--- config.mk ---
export PLATFORM = sky130hd
export DESIGN_NAME = nsx_exec
export DESIGN_NICKNAME = d
export VERILOG_FILES = /design/src/core/nsx_pkg.sv /design/src/core/nsx_dir_reg.sv /design/src/core/nsx_exec.sv
export VERILOG_INCLUDE_DIRS = /design/src /design/src/core
export SDC_FILE = /design/constraint.sdc
export NUM_CORES = 1
export LEC_CHECK = 0
export ABC_AREA = 1
export BUFFER_PORTS_ARGS = -buffer_cell sky130_fd_sc_hd__buf_4
export CORE_ASPECT_RATIO = 0.5
export CORE_MARGIN = 4
export CORE_UTILIZATION = 51
export DETAILED_ROUTE_END_ITERATION = 10
export PLACE_DENSITY = 0.81
export SYNTH_ARGS = -nofsm -noshare
export SYNTH_HDL_FRONTEND = slang
export SYNTH_SLANG_ARGS = --single-unit
--- constraint.sdc ---
create_clock -name i_core_clk -period 1.5 [get_ports i_core_clk]
set_clock_uncertainty 0.05 [all_clocks]
set_input_delay 0.15 -clock i_core_clk [delete_from_list [all_inputs] [get_ports i_core_clk]]
set_output_delay 0.15 -clock i_core_clk [all_outputs]
set_load 0.02 [all_outputs]
--- src/core/nsx_cfg.svh ---
// Purpose: Constants for the nibble swap / xor / direction-load execution block
// Assumes: 14-bit instruction words, 8-bit data, 7-bit register index
// Notes: Definitions only
`ifndef NSX_CFG_SVH
`define NSX_CFG_SVH
`define NSX_OPC6_NIBBLE 6'h0e
`define NSX_OPC6_RXOR 6'h06
`define NSX_OPC6_LXOR 6'h3a
`define NSX_DIRLD_HI 11'h00c
`define NSX_DIR_IDX_LO 3'h5
`define NSX_DIR_IDX_HI 3'h7
`define NSX_IDX_PORTA 3'h5
`define NSX_IDX_PORTB 3'h6
`define NSX_IDX_PORTC 3'h7
`define NSX_DIR_RST 8'hff
`define NSX_ACC_RST 8'h00
`define NSX_ZERO_RST 1'b0
`define NSX_ZERO_BYTE 8'h00
`define NSX_FIDX_ZERO 7'h00
`define NSX_DIR_COUNT 3
`endif

--- src/core/nsx_pkg.sv ---
// Purpose: Types for the nibble swap / xor / direction-load execution block
// Assumes: Constants come from nsx_cfg.svh
// Notes: Structs carry grouped signals
package nsx_pkg;
   typedef enum logic [2:0] {
      NSX_OP_NONE,
      NSX_OP_NIBBLE,
      NSX_OP_LXOR,
      NSX_OP_RXOR,
      NSX_OP_DIRLD
   } nsx_op_t;

   typedef struct packed {
      logic we;
      logic [6:0] idx;
      logic [7:0] data;
   } nsx_fwr_t;

   typedef struct packed {
      logic we;
      logic [6:0] idx;
      logic [7:0] data;
   } nsx_dwr_t;
endpackage

--- src/core/nsx_dir_reg.sv ---
// Purpose: One pin direction register with legacy load and addressed access
// Assumes: Synchronous active-high reset; both write sources may fire in one cycle
// Notes: Legacy load wins when both writes land in one cycle
`timescale 1ns/1ps
`include "nsx_cfg.svh"
module nsx_dir_reg
   import nsx_pkg::*;
#(
   parameter logic [2:0] IDX = `NSX_IDX_PORTA
)
(
   input wire logic i_core_clk,
   input wire logic i_sys_rst,
   input wire logic i_legacy_we,
   input wire logic [7:0] i_acc,
   input wire nsx_dwr_t i_bus_wr,
   output logic [7:0] o_dir
);
   logic [7:0] dir_q;
   logic [7:0] dir_d;

   always_comb
   begin
      dir_d = dir_q;
      if (i_bus_wr.we && i_bus_wr.idx == {4'h0, IDX})
      begin
         dir_d = i_bus_wr.data; // see RQ7
      end
      if (i_legacy_we)
      begin
         dir_d = i_acc; // see RQ6
      end
   end

   always_ff @(posedge i_core_clk)
   begin
      if (i_sys_rst)
      begin
         dir_q <= `NSX_DIR_RST;
      end
      else
      begin
         dir_q <= dir_d;
      end
   end

   assign o_dir = dir_q;
endmodule // nsx_dir_reg

--- src/core/nsx_exec.sv ---
// Purpose: Executes nibble exchange, literal xor, register xor, direction load
// Assumes: One instruction per clock; file read data is combinational for i_instr
// Notes: All outputs registered except o_file_raddr; results visible to the next instruction
//
// Functional notes
// RQ1 - Nibble exchange puts low nibble of file register high, high nibble low.
// RQ2 - Nibble exchange targets accumulator or file by select bit; flags untouched.
// RQ3 - Literal xor replaces accumulator with accumulator xor literal; sets zero flag.
// RQ4 - Register xor computes accumulator xor file register; updates zero flag.
// RQ5 - Register xor result goes to accumulator or file by select bit.
// RQ6 - Direction load copies accumulator into direction register of port 5 to 7.
// RQ7 - Direction registers also readable and writable as addressed registers.
// RQ8 - Each instruction is one word and completes in one cycle.
`timescale 1ns/1ps
`include "nsx_cfg.svh"
module nsx_exec
   import nsx_pkg::*;
(
   input wire logic i_core_clk,
   input wire logic i_sys_rst,
   input wire logic i_instr_valid,
   input wire logic [13:0] i_instr,
   input wire logic [7:0] i_file_rdata,
   input wire logic i_acc_load,
   input wire logic [7:0] i_acc_load_data,
   input wire logic i_zero_load,
   input wire logic i_zero_load_val,
   input wire nsx_dwr_t i_dir_bus_wr,
   input wire logic [2:0] i_dir_rd_idx,
   output logic [6:0] o_file_raddr,
   output nsx_fwr_t o_file_wr,
   output logic [7:0] o_acc,
   output logic o_zero,
   output logic [7:0] o_dir_a,
   output logic [7:0] o_dir_b,
   output logic [7:0] o_dir_c,
   output logic [7:0] o_dir_rdata,
   output nsx_op_t o_last_op
);
   logic [7:0] acc_q;
   logic [7:0] acc_d;
   logic zero_q;
   logic zero_d;
   nsx_fwr_t fwr_q;
   nsx_fwr_t fwr_d;
   nsx_op_t op_q;
   nsx_op_t op_d;
   logic [7:0] drd_q;
   logic [7:0] drd_d;
   nsx_op_t op;
   logic tgt_file;
   logic [6:0] fidx;
   logic [7:0] lit;
   logic [7:0] result;
   logic [`NSX_DIR_COUNT-1:0] legacy_we;
   logic [7:0] dir_val [`NSX_DIR_COUNT];

   assign tgt_file = i_instr[7];
   assign fidx = i_instr[6:0];
   assign lit = i_instr[7:0];
   // Left combinational: file data must answer within the same cycle
   assign o_file_raddr = fidx;

   // Decode
   always_comb
   begin
      op = NSX_OP_NONE;
      if (i_instr_valid)
      begin
         if (i_instr[13:8] == `NSX_OPC6_NIBBLE)
         begin
            op = NSX_OP_NIBBLE; // see RQ1
         end
         else if (i_instr[13:8] == `NSX_OPC6_RXOR)
         begin
            op = NSX_OP_RXOR; // see RQ4
         end
         else if (i_instr[13:8] == `NSX_OPC6_LXOR)
         begin
            op = NSX_OP_LXOR; // see RQ3
         end
         // Refused direction indices fall through and do nothing
         else if (i_instr[13:3] == `NSX_DIRLD_HI
            && i_instr[2:0] >= `NSX_DIR_IDX_LO && i_instr[2:0] <= `NSX_DIR_IDX_HI)
         begin
            op = NSX_OP_DIRLD; // see RQ6
         end
      end
   end

   // Execute; whole instruction settles in this one edge
   always_comb
   begin
      acc_d = acc_q;
      zero_d = zero_q;
      // Write pulse lasts one cycle unless a store is decoded
      fwr_d = '{we: 1'b0, idx: fidx, data: `NSX_ZERO_BYTE};
      op_d = op;
      result = `NSX_ZERO_BYTE;
      legacy_we = '0;
      // External loads first, so the block's own result wins
      if (i_zero_load)
      begin
         zero_d = i_zero_load_val;
      end
      if (i_acc_load)
      begin
         acc_d = i_acc_load_data;
      end
      case (op)
         NSX_OP_NIBBLE:
         begin
            result = {i_file_rdata[3:0], i_file_rdata[7:4]}; // see RQ1
            // Flags deliberately left alone
            if (tgt_file)
            begin
               fwr_d = '{we: 1'b1, idx: fidx, data: result}; // see RQ2
            end
            else
            begin
               acc_d = result; // see RQ2
            end
         end
         NSX_OP_LXOR:
         begin
            result = acc_q ^ lit; // see RQ3
            acc_d = result;
            zero_d = (result == `NSX_ZERO_BYTE); // see RQ3
         end
         NSX_OP_RXOR:
         begin
            result = acc_q ^ i_file_rdata; // see RQ4
            zero_d = (result == `NSX_ZERO_BYTE); // see RQ4
            if (tgt_file)
            begin
               fwr_d = '{we: 1'b1, idx: fidx, data: result}; // see RQ5
            end
            else
            begin
               acc_d = result; // see RQ5
            end
         end
         NSX_OP_DIRLD:
         begin
            // Index already checked to 5..7, so offset lands in 0..2
            legacy_we[2'(i_instr[2:0] - `NSX_DIR_IDX_LO)] = 1'b1; // see RQ6
         end
         default:
         begin
            // Unknown words write no result; last op records NSX_OP_NONE
            op_d = NSX_OP_NONE;
         end
      endcase
   end

   // One register per port; each decodes its own bus index
   genvar g;
   for (g = 0; g < `NSX_DIR_COUNT; g++)
   begin : g_dir
      nsx_dir_reg #(
         .IDX(3'(`NSX_IDX_PORTA + g))
      ) u_dir (
         .i_core_clk(i_core_clk),
         .i_sys_rst(i_sys_rst),
         .i_legacy_we(legacy_we[g]),
         .i_acc(acc_q),
         .i_bus_wr(i_dir_bus_wr),
         .o_dir(dir_val[g])
      );
   end

   // Addressed read port; out-of-range index reads zero
   always_comb
   begin
      case (i_dir_rd_idx)
         `NSX_IDX_PORTA: drd_d = dir_val[0]; // see RQ7
         `NSX_IDX_PORTB: drd_d = dir_val[1];
         `NSX_IDX_PORTC: drd_d = dir_val[2];
         default: drd_d = `NSX_ZERO_BYTE;
      endcase
   end

   always_ff @(posedge i_core_clk)
   begin
      if (i_sys_rst)
      begin
         acc_q <= `NSX_ACC_RST;
         zero_q <= `NSX_ZERO_RST;
         fwr_q <= '{we: 1'b0, idx: `NSX_FIDX_ZERO, data: `NSX_ZERO_BYTE};
         op_q <= NSX_OP_NONE;
      end
      else
      begin
         acc_q <= acc_d; // see RQ8
         zero_q <= zero_d;
         fwr_q <= fwr_d;
         op_q <= op_d;
      end
   end

   // Read port kept apart so it never waits on the decode path
   always_ff @(posedge i_core_clk)
   begin
      if (i_sys_rst)
      begin
         drd_q <= `NSX_ZERO_BYTE;
      end
      else
      begin
         drd_q <= drd_d; // see RQ7
      end
   end

   // Every output below comes straight from a flop
   assign o_acc = acc_q;
   assign o_zero = zero_q;
   assign o_file_wr = fwr_q;
   assign o_last_op = op_q;
   assign o_dir_rdata = drd_q;
   assign o_dir_a = dir_val[0];
   assign o_dir_b = dir_val[1];
   assign o_dir_c = dir_val[2];
endmodule // nsx_exec

==> impl_metrics.env <==
export IMPL_grt_pass1_vias=3801
export IMPL_cts_made_buffers=9
export IMPL_rr_worst_depth=6
export IMPL_whs_path_depth=3
export IMPL_antenna_diode_count=0
export IMPL_max_freq_ghz=0.713
export IMPL_drt_first_iter_violations=577
export IMPL_synth_seq_cells=60
export IMPL_endpoint_kind="flop"
export IMPL_cp_start_kind="flop"
export IMPL_clk_path_buf_depth=2
export IMPL_area_growth_synth_to_final_pct=37.2
export IMPL_yosysWarningCount=0
export IMPL_stdcell_area_sq_um=4920
export IMPL_cts_tree="done"
export IMPL_buffer_ports_inserted=121
export IMPL_core_sq_um=6750
export IMPL_postRouteWirelength_um=11200
export IMPL_synth_yosys_seq_area_share=0.335
export IMPL_groute_usage_overall=0.267
export IMPL_relSlewSlack=0.680
export IMPL_synth_area_top_cells="sky130_fd_sc_hd__dfxtp_1, sky130_fd_sc_hd__nand2_1, sky130_fd_sc_hd__nand3_1"
export IMPL_floorplan_die_area_sq_um=8520
export IMPL_most_used_standard_cell_by_instance_count_after_synthesis="sky130_fd_sc_hd__nand2_1"
export IMPL_synth_top_area_cell="sky130_fd_sc_hd__dfxtp_1"
export IMPL_finish_net_count=725
export IMPL_power_leakage_uw=0.00253
export IMPL_finalCriticalPeriod_ns=1.40
export IMPL_antenna_violations_before_repair=0
export IMPL_status="complete, no violations"
export IMPL_finalSetupTns_ns=0
export IMPL_dr_total_vias=4116
export IMPL_placedInstanceArea_sq_um=4620
export IMPL_clock_root_buffer="sky130_fd_sc_hd__clkbuf_16"
export IMPL_ir_drop_v=0.000607
export IMPL_max_cap_violations=0
export IMPL_rsz0062_at_grt="no"
export IMPL_final_hold_vios=0
export IMPL_worst_slew_pin_slew_ns=0.478
export IMPL_die_x_um=127
export IMPL_ctsHtreeMaxLevel=3
export IMPL_yosys_most_used_dff="sky130_fd_sc_hd__dfxtp_1"
export IMPL_powerDensity_nw_per_um2=901
export IMPL_yosys_cell_types_count=32
export IMPL_ant_nets=0
export IMPL_final_max_slew_viol_count=0
export IMPL_number_of_drc_violations_after_detailed_routing=0
export IMPL_critical_path_max_fanout=6
export IMPL_initial_core_util=0.531
export IMPL_post_drt_wl_per_cell_um=14.7
export IMPL_gr_total_overflow=0
export IMPL_die_span_in_y_um=67.3
export IMPL_finalCritPeriodShare=0.935
export IMPL_cell_types_with_the_highest_counts_after_synthesis="sky130_fd_sc_hd__nand2_1, sky130_fd_sc_hd__nand3_1, sky130_fd_sc_hd__dfxtp_1, sky130_fd_sc_hd__nor2_1, sky130_fd_sc_hd__inv_1"
export IMPL_worstSkewPairLatency_ns=0.33
export IMPL_timing_hold_worst_class="primary input to flop"
export IMPL_vias_per_cell=5.38
export IMPL_firstDrtPassIters=5
export IMPL_gpl_final_weighted_congestion=0.977
export IMPL_required_ns=1.71
export IMPL_synthDominantCellAreaShare=0.335
export IMPL_post_detail_place_hpwl_um=8540
export IMPL_worst_setup_hold_path_clk_slew_ns=0.05
export IMPL_num_io_pins=122
export IMPL_syn_avg_cell_area_sq_um=6.60
export IMPL_number_of_flops_mapped_to_enable_cells_by_yosys=0
export IMPL_drive_above_1_share=0.284
export IMPL_crit_arrival_ns=1.61
export IMPL_placement_rows=21
export IMPL_cts_num_sinks=60
export IMPL_finalSetupViolCount=0
export IMPL_critical_path_type="flop to flop"
export IMPL_post_synthesis_net_count=599
export IMPL_first_pass_grt_wire_length_um=17900
export IMPL_synth_area_sq_um=3590
export IMPL_instance_count_of_the_mapped_netlist=544
export IMPL_grt_max_degree=33
export IMPL_nFillCells=563
export IMPL_worst_hold_slack_across_all_endpoints_ns=0.0218
export IMPL_async_flop_share=0
==> per-layer routing <==
metal,vias up,part of all wire,global-route usage
met3,18,0.089,0.0640
met1,1866,0.42,0.336
met2,194,0.48,0.466
met5,-,0,0
li1,2038,-,-
met4,0,0.011,0.0709
==> worst max-delay path, cell delays in order, from the launching register on <==
cell	delay, ns
sky130_fd_sc_hd__dfxtp_1	0.53
sky130_fd_sc_hd__xnor2_1	0.15
sky130_fd_sc_hd__inv_1	0.09
sky130_fd_sc_hd__nor2_1	0.04
sky130_fd_sc_hd__o21ai_0	0.27
sky130_fd_sc_hd__nand2_1	0.09
sky130_fd_sc_hd__a21oi_1	0.13
==> cells by family after synthesis <==
family                    Yosys count  synth area share
buffers and inverters              91             0.120
AOI/OAI and AO/OA                  65             0.105
xor gates and xnor gates           10            0.0244
DFF                                60             0.335
and+or+nand+nor                   318             0.416
==> path summary, 6_finish.rpt <==
path	startpoint	endpoint	slack (ns)
max	o_acc[1]$_SDFF_PP0_	o_acc[1]$_SDFF_PP0_	0.1
min	i_instr[6]	o_file_wr[14]$_SDFF_PP0_	0.02
max reg2reg	o_acc[1]$_SDFF_PP0_	o_acc[1]$_SDFF_PP0_	0.1
min reg2reg	g_dir[2].u_dir.o_dir[1]$_SDFFE_PP1P_	g_dir[2].u_dir.o_dir[1]$_SDFFE_PP1P_	0.47
==> timing repair <==
item,CTS,global route
hold buffers,1,0
gates resized for setup,0,1
setup buffers,0,0
hold endpoints to repair,6,0
setup endpoints to repair,0,4
==> sequential cells by signal, summed over array words and instances (netlist names) <==
signal             cells
o_zero                 1
g_dir.u_dir.o_dir     24
o_file_wr             16
o_acc                  8
o_dir_rdata            8
o_last_op              3
==> cell usage in the layout (no fill, tap or decap) <==
cell type / count
sky130_fd_sc_hd__a22oi_1: 8
sky130_fd_sc_hd__o21ai_1: 18
sky130_fd_sc_hd__o2111ai_1: 8
sky130_fd_sc_hd__nand3_4: 1
sky130_fd_sc_hd__nand2_1: 130
sky130_fd_sc_hd__buf_4: 148
sky130_fd_sc_hd__nor2_8: 1
sky130_fd_sc_hd__a21oi_1: 16
sky130_fd_sc_hd__clkbuf_16: 9
sky130_fd_sc_hd__xnor2_1: 8
sky130_fd_sc_hd__nor3_1: 2
sky130_fd_sc_hd__nand2_2: 5
sky130_fd_sc_hd__inv_4: 1
sky130_fd_sc_hd__o21ai_0: 15
sky130_fd_sc_hd__nor2_2: 4
sky130_fd_sc_hd__clkinv_2: 3
sky130_fd_sc_hd__dlygate4sd3_1: 1
sky130_fd_sc_hd__nor3_4: 1
sky130_fd_sc_hd__inv_1: 45
sky130_fd_sc_hd__inv_2: 6
sky130_fd_sc_hd__nand4_4: 2
sky130_fd_sc_hd__nand3b_1: 1
sky130_fd_sc_hd__clkbuf_1: 1
sky130_fd_sc_hd__nor2_4: 3
sky130_fd_sc_hd__xor2_1: 2
sky130_fd_sc_hd__nand3_2: 1
sky130_fd_sc_hd__nand2_4: 2
sky130_fd_sc_hd__bufinv_16: 1
sky130_fd_sc_hd__clkbuf_8: 2
sky130_fd_sc_hd__buf_12: 1
sky130_fd_sc_hd__clkinv_1: 2
sky130_fd_sc_hd__nand4_1: 16
sky130_fd_sc_hd__nor2_1: 60
sky130_fd_sc_hd__dfxtp_1: 60
sky130_fd_sc_hd__nand3_1: 89
==> metrics by stage <==
stage | setup WS (ns) | util | total power (uW) | instances
final | 0.0981 | 0.729 | 4430 | 765
after global placement | 0.0539 | 0.684 | 2410 | 750
after detailed placement | 0.00601 | 0.684 | 2420 | 750
after CTS | 0.101 | 0.729 | 4460 | 765
after floorplan | 0.222 | - | 2100 | 544
after global routing | 0.00650 | 0.729 | 4600 | 765
==> area by class of cell <==
class                   instances  area [sq um]  share of cell area
clock buffers                  12           256              0.0521
clock inverters                 2          35.0             0.00712
inverters                      56           215              0.0437
multi-input cells             393          1960               0.398
flip-flops and latches         60          1200               0.244
well taps                      92           115              0.0234
repair buffers                150          1140               0.232
==> where the power goes <==
part	total, uW	internal, uW	switching (uW)
logic	731	308	423
clock network	2030	1350	678
registers	1670	1640	33.5
total	4430	3300	1130
Power figures use the tool's default switching activity.
